<file path="config.mk">
export PLATFORM = sky130hd
export DESIGN_NAME = spf_ctrl
export DESIGN_NICKNAME = d
export VERILOG_FILES = /design/src/rtl/spf_pkg.sv /design/src/rtl/spf_op_timer.sv /design/src/rtl/spf_ctrl.sv
export VERILOG_INCLUDE_DIRS = /design/src /design/src/rtl
export SDC_FILE = /design/constraint.sdc
export NUM_CORES = 1
export LEC_CHECK = 0
export ABC_AREA = 1
export BUFFER_PORTS_ARGS = -buffer_cell sky130_fd_sc_hd__buf_2
export CAP_MARGIN = 20
export CORE_MARGIN = 2
export CORE_UTILIZATION = 61
export CTS_CLUSTER_DIAMETER = 150
export DETAILED_ROUTE_END_ITERATION = 6
export PLACE_DENSITY = 0.8
export SETUP_SLACK_MARGIN = 0.15
export SLEW_MARGIN = 20
export SYNTH_ARGS = -nofsm -noshare
export SYNTH_HDL_FRONTEND = slang
export SYNTH_SLANG_ARGS = --single-unit
</file>
<file path="constraint.sdc">
create_clock -name clk_sys_i -period 4.9 [get_ports clk_sys_i]
set_clock_uncertainty 0.15 [all_clocks]
set_input_delay 0.245 -clock clk_sys_i [delete_from_list [all_inputs] [get_ports clk_sys_i]]
set_output_delay 0.245 -clock clk_sys_i [all_outputs]
set_load 0.02 [all_outputs]
</file>
<file path="src/rtl/spf_regs.svh">
// Register offsets, field positions, command codes and timing counts of the self-program control
// ----------------------------------------------------------------------------
// Operation
// R1 - Each erase, page write or lock write lasts between 3.7 ms and 4.5 ms.
// R2 - Without read-while-write support the section-busy bit always reads zero.
// R3 - Bit 5 is reserved: reads zero, writes ignored.
// R4 - Ready interrupt needs enable bit and global flag, lasts while enable bit clear.
// R5 - No ready interrupt during an EEPROM write or a store-program operation.
// R6 - Writing section read enable while filling clears the page buffer.
// R7 - Lock-set plus enable: load-program within three cycles returns lock or fuse bits.
// R8 - Page-write plus enable: store-program within four cycles writes the buffered page.
// R9 - Erase and write take the page from the upper pointer bits, ignore data.
// R10 - Page-write bit clears on completion or when four cycles pass unused.
// R11 - The core is halted for the whole page write or page erase.
// R12 - Page-erase plus enable: store-program within four cycles erases; clears after.
// R13 - Enable bit opens a four-cycle store-program window; other bit picks the action.
// R14 - Enable alone: store-program loads R1:R0 into buffer word from the pointer.
// R15 - Enable clears after store-program or timeout; stays high through erase and write.
// R16 - Low five bits outside the accepted patterns have no effect.
// R17 - Software waits for the enable bit to read zero before a new command.
// R18 - Software polls section-busy and re-enables section reads before returning.
// R19 - Read-while-write variants let boot code program any location, boot section too.
// R20 - Page erase is the erase and enable pattern followed by store-program.
// R21 - An EEPROM write blocks self-programming and fuse or lock reads.
// R22 - Page buffer clears after page write, section read enable and reset.
// R23 - Store-program with enable bit clear changes no flash, buffer or lock bits.
// ----------------------------------------------------------------------------
`ifndef SPF_REGS_SVH
`define SPF_REGS_SVH

// I/O address and reset value of the control/status register
`define SPF_CSR_ADDR 6'h37
`define SPF_CSR_RESET 8'h00

// Field positions
`define SPF_BIT_EN 0
`define SPF_BIT_ERASE 1
`define SPF_BIT_WRITE 2
`define SPF_BIT_LOCK 3
`define SPF_BIT_RWW 4
`define SPF_BIT_RSVD 5
`define SPF_BIT_BUSY 6
`define SPF_BIT_IE 7

// Accepted low-five-bit command patterns
`define SPF_PAT_RWW 5'h11
`define SPF_PAT_LOCK 5'h09
`define SPF_PAT_WRITE 5'h05
`define SPF_PAT_ERASE 5'h03
`define SPF_PAT_LOAD 5'h01

// Windows in core cycles
`define SPF_ARM_CYC 3'h4
`define SPF_LPM_CYC 3'h3

// Flash operation time, clock rate and derived cycle counts
`define SPF_T_MIN_NS 3700000
`define SPF_T_MAX_NS 4500000
`define SPF_CLK_MHZ 250
`define SPF_OP_MIN_CYC ((`SPF_T_MIN_NS * `SPF_CLK_MHZ + 999) / 1000)
`define SPF_OP_MAX_CYC ((`SPF_T_MAX_NS * `SPF_CLK_MHZ) / 1000)

// Value a never-loaded buffer word programs
`define SPF_BLANK_WORD 16'hffff

`endif

</file>
<file path="src/rtl/spf_pkg.sv">
// Types shared by the self-program control logic
package spf_pkg;
  // Sequencer states
  typedef enum logic [1:0] {
    ST_IDLE,
    ST_ARMED,
    ST_BUSY,
    ST_STREAM
  } spf_state_e;

  typedef logic [15:0] spf_word_t;
endpackage : spf_pkg

</file>
<file path="src/rtl/spf_op_timer.sv">
// Down-counter that times one flash operation
`timescale 1ns/10ps
module spf_op_timer
  import spf_pkg::*;
#(
  parameter int CYCLES = 925000
) (
  input logic clk_sys_i, // Core clock
  input logic reset_i, // Async reset, high
  input logic start_i, // Start pulse
  output logic busy_o, // Operation running
  output logic done_o // Last cycle of operation
);
  localparam int W = $clog2(CYCLES + 1);

  if (CYCLES < 1) begin : g_bad
    $error("spf_op_timer: CYCLES must be at least 1");
  end

  logic [W-1:0] cnt_q;

  // ----------------------------------------------------------------
  // Counter
  // ----------------------------------------------------------------
  // A start while running is ignored; the sequencer never issues one
  always_ff @(posedge clk_sys_i or posedge reset_i) begin
    if (reset_i) begin
      cnt_q <= '0;
    end else if (start_i && cnt_q == '0) begin
      cnt_q <= W'(CYCLES);
    end else if (cnt_q != '0) begin
      cnt_q <= cnt_q - W'(1);
    end
  end

  assign busy_o = (cnt_q != '0);
  assign done_o = (cnt_q == W'(1));
endmodule : spf_op_timer

</file>
<file path="src/rtl/spf_ctrl.sv">
// Self-program control: command register, timed window, page buffer and flash sequencing
`timescale 1ns/10ps
`include "spf_regs.svh"
module spf_ctrl
  import spf_pkg::*;
#(
  parameter int OP_CYCLES = `SPF_OP_MIN_CYC, // Flash operation length in cycles
  parameter int PAGE_WORDS = 32, // Words per flash page
  parameter bit RWW_SUPPORT = 1'b0 // Variant with read-while-write
) (
  input logic clk_sys_i, // Core clock
  input logic reset_i, // Async reset, high
  input logic [5:0] io_addr_i, // I/O register address
  input logic io_we_i, // I/O write strobe
  input logic io_re_i, // I/O read strobe
  input logic [7:0] io_wdata_i, // I/O write data
  output logic [7:0] io_rdata_o, // Read data, cycle after strobe
  input logic spm_i, // Store-program instruction pulse
  input logic lpm_i, // Load-program instruction pulse
  input logic [15:0] z_ptr_i, // Z pointer
  input logic [15:0] r1r0_i, // R1:R0 data word
  input logic global_int_i, // Global interrupt flag
  input logic eeprom_write_active_i, // EEPROM write running
  input logic [7:0] lock_bits_i, // Lock bits
  input logic [7:0] fuse_low_i, // Fuse low byte
  input logic [7:0] fuse_high_i, // Fuse high byte
  input logic [7:0] fuse_ext_i, // Extended fuse byte
  output logic lpm_take_o, // This load returns lock/fuse data
  output logic [7:0] lpm_data_o, // Lock/fuse byte, next cycle
  output logic cpu_halt_o, // Hold the core
  output logic ready_irq_o, // Ready interrupt request
  output logic flash_erase_o, // Erase page pulse
  output logic flash_we_o, // Page word write pulse
  output logic [14-$clog2(PAGE_WORDS):0] flash_page_o, // Page address
  output logic [$clog2(PAGE_WORDS)-1:0] flash_word_idx_o, // Word in page
  output spf_word_t flash_word_o, // Word to program
  output logic lock_we_o, // Lock bits write pulse
  output logic [7:0] lock_data_o // Lock bits to write
);
  localparam int PW = $clog2(PAGE_WORDS);
  localparam logic [7:0] CSR_RESET = `SPF_CSR_RESET;

  if (PAGE_WORDS < 2 || PAGE_WORDS > 128 || (1 << PW) != PAGE_WORDS) begin : g_bad
    $error("spf_ctrl: PAGE_WORDS must be a power of two from 2 to 128");
  end

  spf_state_e st_q;
  logic [4:0] cmd_q;
  logic [2:0] arm_q;
  logic ie_q;
  logic rww_busy_q;
  logic irq_q;
  logic [7:0] rdata_q;
  logic [7:0] lpm_data_q;
  spf_word_t buf_q [PAGE_WORDS];
  logic [PAGE_WORDS-1:0] valid_q;
  logic [PW-1:0] idx_q;
  logic [14-PW:0] page_q;
  logic [7:0] lock_q;
  logic erase_q;
  logic we_q;
  logic lock_we_q;
  logic [PW-1:0] widx_q;
  spf_word_t word_q;

  logic csr_wr;
  logic pat_ok;
  logic cmd_take;
  logic spm_hit;
  logic lpm_hit;
  logic timed_op;
  logic timeout;
  logic stream_end;
  logic go_idle;
  logic buf_clear;
  logic tmr_busy;
  logic tmr_done;
  logic [PW-1:0] widx;

  // ----------------------------------------------------------------
  // Command decode
  // ----------------------------------------------------------------
  // Commands are only taken while no operation is pending; a busy
  // enable bit makes software wait, as the loader polls for it
  assign csr_wr = io_we_i && (io_addr_i == `SPF_CSR_ADDR);
  assign pat_ok = (io_wdata_i[4:0] == `SPF_PAT_RWW) || // R16
                  (io_wdata_i[4:0] == `SPF_PAT_LOCK) ||
                  (io_wdata_i[4:0] == `SPF_PAT_WRITE) ||
                  (io_wdata_i[4:0] == `SPF_PAT_ERASE) || // R20
                  (io_wdata_i[4:0] == `SPF_PAT_LOAD);
  assign cmd_take = csr_wr && pat_ok && (st_q == ST_IDLE) && !eeprom_write_active_i; // R21 R17

  // Store-program counts only inside the armed window
  assign spm_hit = spm_i && (st_q == ST_ARMED) && !eeprom_write_active_i; // R13 R23 R21
  // Load of lock/fuse data only in the first three armed cycles
  assign lpm_hit = lpm_i && (st_q == ST_ARMED) && cmd_q[`SPF_BIT_LOCK] && // R7
                   (arm_q > (`SPF_ARM_CYC - `SPF_LPM_CYC)) && !eeprom_write_active_i; // R21
  assign timed_op = cmd_q[`SPF_BIT_ERASE] || cmd_q[`SPF_BIT_WRITE] || cmd_q[`SPF_BIT_LOCK];
  assign timeout = (st_q == ST_ARMED) && (arm_q == 3'h1) && !spm_hit && !lpm_hit; // R13
  assign stream_end = (st_q == ST_STREAM) && (idx_q == PW'(PAGE_WORDS - 1));
  assign go_idle = (st_q == ST_ARMED && ((spm_hit && !timed_op) || lpm_hit || timeout)) ||
                   (st_q == ST_BUSY && tmr_done && !cmd_q[`SPF_BIT_WRITE]) ||
                   stream_end;
  assign widx = z_ptr_i[PW:1]; // R14

  // ----------------------------------------------------------------
  // Sequencer
  // ----------------------------------------------------------------
  always_ff @(posedge clk_sys_i or posedge reset_i) begin
    if (reset_i) begin
      st_q <= ST_IDLE;
      arm_q <= 3'h0;
      idx_q <= '0;
    end else begin
      case (st_q)
        ST_IDLE: begin
          if (cmd_take) begin
            st_q <= ST_ARMED;
            arm_q <= `SPF_ARM_CYC; // R13
          end
        end
        ST_ARMED: begin
          arm_q <= arm_q - 3'h1;
          if (spm_hit && timed_op) begin
            st_q <= ST_BUSY; // R8 R12
          end else if (go_idle) begin
            st_q <= ST_IDLE; // R10 R15
          end
        end
        ST_BUSY: begin
          idx_q <= '0;
          if (tmr_done) begin
            st_q <= cmd_q[`SPF_BIT_WRITE] ? ST_STREAM : ST_IDLE; // R1
          end
        end
        ST_STREAM: begin
          idx_q <= idx_q + PW'(1);
          if (stream_end) begin
            st_q <= ST_IDLE;
          end
        end
        default: begin
          st_q <= ST_IDLE;
        end
      endcase
    end
  end

  // ----------------------------------------------------------------
  // Control bits
  // ----------------------------------------------------------------
  // Command bits self-clear when the sequencer returns to idle; the
  // enable bit therefore stays high through erase and write
  always_ff @(posedge clk_sys_i or posedge reset_i) begin
    if (reset_i) begin
      cmd_q <= 5'h00;
    end else if (cmd_take) begin
      cmd_q <= io_wdata_i[4:0];
    end else if (go_idle) begin
      cmd_q <= 5'h00; // R10 R12 R15
    end
  end

  // Interrupt enable is plain storage; bit 5 is never stored
  always_ff @(posedge clk_sys_i or posedge reset_i) begin
    if (reset_i) begin
      ie_q <= CSR_RESET[`SPF_BIT_IE];
    end else if (csr_wr) begin
      ie_q <= io_wdata_i[`SPF_BIT_IE]; // R3
    end
  end

  // Section busy: set by erase/write only with RWW_SUPPORT, cleared by a read-enable store
  always_ff @(posedge clk_sys_i or posedge reset_i) begin
    if (reset_i) begin
      rww_busy_q <= 1'b0;
    end else if (spm_hit && (cmd_q[`SPF_BIT_ERASE] || cmd_q[`SPF_BIT_WRITE])) begin
      rww_busy_q <= RWW_SUPPORT; // R2 R19
    end else if (spm_hit && cmd_q[`SPF_BIT_RWW]) begin
      rww_busy_q <= 1'b0;
    end
  end

  // Read data is registered; busy bit forced low without the variant
  always_ff @(posedge clk_sys_i or posedge reset_i) begin
    if (reset_i) begin
      rdata_q <= 8'h00;
    end else if (io_re_i && io_addr_i == `SPF_CSR_ADDR) begin
      rdata_q <= {ie_q, rww_busy_q && RWW_SUPPORT, 1'b0, cmd_q}; // R2 R3
    end else begin
      rdata_q <= 8'h00;
    end
  end

  // Ready interrupt is a level, quiet during EEPROM or store-program
  always_ff @(posedge clk_sys_i or posedge reset_i) begin
    if (reset_i) begin
      irq_q <= 1'b0;
    end else begin
      irq_q <= ie_q && global_int_i && !cmd_q[`SPF_BIT_EN] && // R4
               !eeprom_write_active_i && (st_q == ST_IDLE); // R5
    end
  end

  // ----------------------------------------------------------------
  // Lock and fuse readback
  // ----------------------------------------------------------------
  always_ff @(posedge clk_sys_i or posedge reset_i) begin
    if (reset_i) begin
      lpm_data_q <= 8'h00;
    end else if (lpm_hit) begin
      case (z_ptr_i[1:0]) // R7
        2'h0: lpm_data_q <= fuse_low_i;
        2'h1: lpm_data_q <= lock_bits_i;
        2'h2: lpm_data_q <= fuse_ext_i;
        default: lpm_data_q <= fuse_high_i;
      endcase
    end
  end

  // ----------------------------------------------------------------
  // Temporary page buffer
  // ----------------------------------------------------------------
  // Clears on a read-enable command write (even mid-fill), on its
  // store, and once the page write has streamed out
  assign buf_clear = (cmd_take && io_wdata_i[4:0] == `SPF_PAT_RWW) || // R6
                     (spm_hit && cmd_q[`SPF_BIT_RWW]) || stream_end; // R22

  always_ff @(posedge clk_sys_i or posedge reset_i) begin
    if (reset_i) begin
      valid_q <= '0; // R22
    end else if (buf_clear) begin
      valid_q <= '0;
    end else if (spm_hit && cmd_q == `SPF_PAT_LOAD) begin
      valid_q[widx] <= 1'b1; // R14
    end
  end

  // Data array has no reset; valid bits mask stale contents
  always_ff @(posedge clk_sys_i) begin
    if (spm_hit && cmd_q == `SPF_PAT_LOAD) begin
      buf_q[widx] <= r1r0_i; // R14
    end
  end

  // ----------------------------------------------------------------
  // Operation capture and flash port
  // ----------------------------------------------------------------
  // Only the page part of Z is kept; R1:R0 is ignored for erase/write
  always_ff @(posedge clk_sys_i or posedge reset_i) begin
    if (reset_i) begin
      page_q <= '0;
      lock_q <= 8'h00;
    end else if (spm_hit && timed_op) begin
      page_q <= z_ptr_i[15:PW+1]; // R9
      lock_q <= r1r0_i[7:0];
    end
  end

  // Erase and lock write commit at the end of the timed period
  always_ff @(posedge clk_sys_i or posedge reset_i) begin
    if (reset_i) begin
      erase_q <= 1'b0;
      lock_we_q <= 1'b0;
    end else begin
      erase_q <= tmr_done && cmd_q[`SPF_BIT_ERASE]; // R12
      lock_we_q <= tmr_done && cmd_q[`SPF_BIT_LOCK];
    end
  end

  // Page write streams one word a cycle after the timed period
  always_ff @(posedge clk_sys_i or posedge reset_i) begin
    if (reset_i) begin
      we_q <= 1'b0;
      widx_q <= '0;
      word_q <= 16'h0000;
    end else begin
      we_q <= (st_q == ST_STREAM); // R8
      widx_q <= idx_q;
      word_q <= valid_q[idx_q] ? buf_q[idx_q] : `SPF_BLANK_WORD;
    end
  end

  spf_op_timer #(
    .CYCLES(OP_CYCLES)
  ) u_timer (
    .clk_sys_i(clk_sys_i),
    .reset_i(reset_i),
    .start_i(spm_hit && timed_op), // R1
    .busy_o(tmr_busy),
    .done_o(tmr_done)
  );

  // Halt covers timing and streaming of erase and write
  assign cpu_halt_o = (st_q == ST_BUSY || st_q == ST_STREAM) &&
                      (cmd_q[`SPF_BIT_ERASE] || cmd_q[`SPF_BIT_WRITE]); // R11
  assign lpm_take_o = lpm_hit;
  assign lpm_data_o = lpm_data_q;
  assign io_rdata_o = rdata_q;
  assign ready_irq_o = irq_q;
  assign flash_erase_o = erase_q;
  assign flash_we_o = we_q;
  assign flash_page_o = page_q;
  assign flash_word_idx_o = widx_q;
  assign flash_word_o = word_q;
  assign lock_we_o = lock_we_q;
  assign lock_data_o = lock_q;

  // Counts busy cycles of one timed operation
  logic [31:0] op_len_q;
  always_ff @(posedge clk_sys_i or posedge reset_i) begin
    if (reset_i) begin
      op_len_q <= 32'h0;
    end else if (st_q == ST_BUSY) begin
      op_len_q <= op_len_q + 32'h1;
    end else begin
      op_len_q <= 32'h0;
    end
  end

  // First and last word of the stream, whatever the page size
  localparam int STREAM_LAST = PAGE_WORDS - 1;
endmodule : spf_ctrl

</file>
==> flow_summary_export.csv <==
group,metric,value,unit
die,core,42900,sq um
timing,rsz0062_at_grt,"false",
final_layout,design_area,30300,sq um
die,io_pins,147,
placed_design,io_buffers,142,
final_layout,fin_nets,2635,
placed_design,gp_congestion,0.907,
cts,numCtsBuffers,60,
hold_path,min_path_type,"in2reg",
cts,max-clock-path-buffers,3,
logic_synthesis,ys_warn_count,0,
critical_path,criticalPathCategory,"reg2reg",
cts,cts_setup_buffers,0,
route,drtIter0Drc,2492,
cts,cts_resized,0,
critical_path,cp.required,5100,ps
timing,tns,0,ps
cts,clock-sinks,637,
timing,whs,24.9,ps
placed_design,placed_area,27700,sq um
final_layout,drive_gt1_frac,0.125,
pwr,power_per_cell_area,358,nW/um^2
timing,slew_violations,0,
cts,clock_latency,640,ps
cts,cts_tree,"yes",
die,start_util,0.616,
flow_run,drv_cap,0,
route,routedWlPerCell,20.6,um
global_routing,grt_pass1_wl,99500,um
timing,fin_crit,3020,ps
placed_design,dp_slack,1870,ps
pwr,ir_drop,269,uV
logic_synthesis,postSynthCellCount,2364,
route,routed_wl,65500,um
global_routing,grt_usage,0.294,
timing,setup_viol,0,
timing,period_share,0.617,
critical_path,slowest_delay,670,ps
route,drtPass1Iterations,5,
route,vias,18800,
logic_synthesis,syn-cell-area,26400,sq um
route,final_antenna_net_count,0,
global_routing,grt_start_max_net_pins,146,
final_layout,instances_no_fill,3179,
cts,clk_pin_slew,60,ps
timing,clock.fmax,331,MHz
cts,htreeDepth,2,
die,die_w,212,um
global_routing,overflow,0,
die,die_h,212,um
global_routing,antenna_found_initial,1,
placed_design,hpwl,35800,um
route,drc_errors,0,
critical_path,startpoint_type,"flop",
timing,hold_violations,0,
final_layout,synthToLayoutAreaGrowth,14.5,%
critical_path,path_max_fanout,10,
cts,cts_root_buffer,"clkbuf_16",
logic_synthesis,syn_avg_cell_area,11.2,sq um
die,die_area,45000,sq um
timing,tightestPinTransition,1050,ps
critical_path,end_kind,"flop",
global_routing,grt_pass1_vias,18500,
placed_design,place_inst,3013,
pwr,p_total,10.8,mW
final_layout,nFillCells,2736,
logic_synthesis,ys_seq_elements,637,
final_layout,utilization,0.706,
final_layout,num_antenna_cells,0,
logic_synthesis,synth_cell_types,37,
route,vias_per_cell,5.92,
pwr,total_leakage_power,11.3,nW
critical_path,worstPathCellList,"inv_6 > nand2_4 > nor2_4 > nand3_4 > nor2_8 > nand3_2 > nor2_1 > buf_4",
run_status,outcome,"complete, no violations",
critical_path,slowest_stage,"nor2_1",
die,placementRows,76,
logic_synthesis,ys_seq_area_frac,0.700,
critical_path,cp_data_arrival_time,3220,ps
timing,worst_slack,1880,ps
timing,max_slew_margin,0.299,
kinds of logic (layout without fill, tap and decap cells):
kind of cell,Yosys count,count (layout),synth area share
AO/OA/AOI/OAI,399,399,0.0840
XOR/XNOR,16,16,0.00530
adder cells (fa/ha/maj),7,7,0.00331
buffers and inverters,235,464,0.0375
flip-flops,637,637,0.700
other,1,2,0.000142
AND/OR/NAND/NOR,1069,1069,0.170
area by class of cell:
class,instances,area [sq um],share of cell area
sequential,637,18500,0.612
multi-input combinational,1493,6940,0.229
timing repair buffer,244,1640,0.0543
clock buffer,70,1560,0.0515
tap,585,732,0.0242
clock inverter,44,473,0.0156
inverter,106,412,0.0136
worst paths after layout:
path                                        startpoint                           to  slack (ps)  depth (start not counted)
max                                st_q[1]$_DFFE_PP0P_      buf_q[16][15]$_DFFE_PP_        1880                          8
max reg2reg                        st_q[1]$_DFFE_PP0P_      buf_q[16][15]$_DFFE_PP_        1880                          8
max in group asynchronous                      reset_i         idx_q[0]$_DFFE_PP0N_        3770                          4
min                                         r1r0_i[14]      buf_q[20][14]$_DFFE_PP_          20                          1
min reg2reg                flash_page_o[8]$_DFFE_PP0P_  flash_page_o[8]$_DFFE_PP0P_         330                          2
min in group asynchronous                      reset_i    lpm_data_o[1]$_DFFE_PP0N_         190                          4
state kept, by name, indices dropped and copies added, names as in the netlist, 2 cells and up:
register,count
valid_q,32
buf_q,512
lock_data_o,8
flash_word_idx_o,5
arm_q,3
flash_page_o,10
flash_word_o,16
st_q,2
idx_q,5
cmd_q,5
io_rdata_o,6
lpm_data_o,8
u_timer.cnt_q,20
critical path, delay by kind of cell (launching register included):
family | cells | cell delay [ps]
AND/OR/NAND/NOR | 6 | 1630
buffers and inverters | 2 | 440
flip-flops | 1 | 520
power breakdown:
part | switching (mW) | internal [mW]
clock network | 2.00 | 2.76
registers | 0.000708 | 5.85
logic | 0.150 | 0.0634
metal layers:
metal / global-route usage / vias to the layer above / wire, um / part of all wire
met5: 0 / - / 0 / 0
met4: 0.162 / 0 / 3470 / 0.053
met3: 0.0476 / 230 / 6040 / 0.092
met2: 0.496 / 1045 / 32100 / 0.49
met1: 0.367 / 9039 / 23900 / 0.36
li1: - / 8513 / - / -
what timing repair did:
action | CTS | global route
endpoints found under the hold margin | 244 | 0
hold buffers | 51 | 0
setup endpoints to repair | 0 | 0
cell usage in the layout (no fill, tap or decap), types with 4 or more instances in the layout:
cell and n:
clkbuf_1 8, xor2_1 4, o21ai_0 258, nand2_1 260, buf_2 142, dlygate4sd3_1 51
buf_4 47, xnor2_1 12, a21oi_1 35, o21bai_1 31, nand3_4 8, bufinv_16 9
clkbuf_16 60, o211ai_1 54, inv_6 5, ha_1 7, o21ai_1 16, nor3_1 8
edfxtp_1 512, nand4_1 7, nor2_1 571, clkinv_2 13, nand3_1 195, dfrtp_1 122
inv_2 7, clkinv_1 16, inv_1 94, nor2_2 12
Yosys cell counts, drive strengths merged:
cell | n | area (sq um)
clkbuf | 52 | 195
clkinv | 3 | 11.3
or2 | 1 | 6.26
xnor2 | 12 | 105
nand4 | 7 | 43.8
nor4 | 1 | 6.26
nand2 | 261 | 987
edfxtp | 512 | 15400
nand3 | 205 | 1140
a21oi | 35 | 175
nor2 | 586 | 2260
nor3 | 8 | 40.0
a31oi | 1 | 6.26
dfrtp | 125 | 3130
a21o | 1 | 7.51
conb | 1 | 3.75
a221oi | 1 | 8.76
inv | 103 | 392
buf | 77 | 393
o21ai | 274 | 1370
xor2 | 4 | 35.0
o211ai | 54 | 405
ha | 7 | 87.6
o21bai | 31 | 233
o22ai | 2 | 12.5
(Power assumes the default switching activity.)
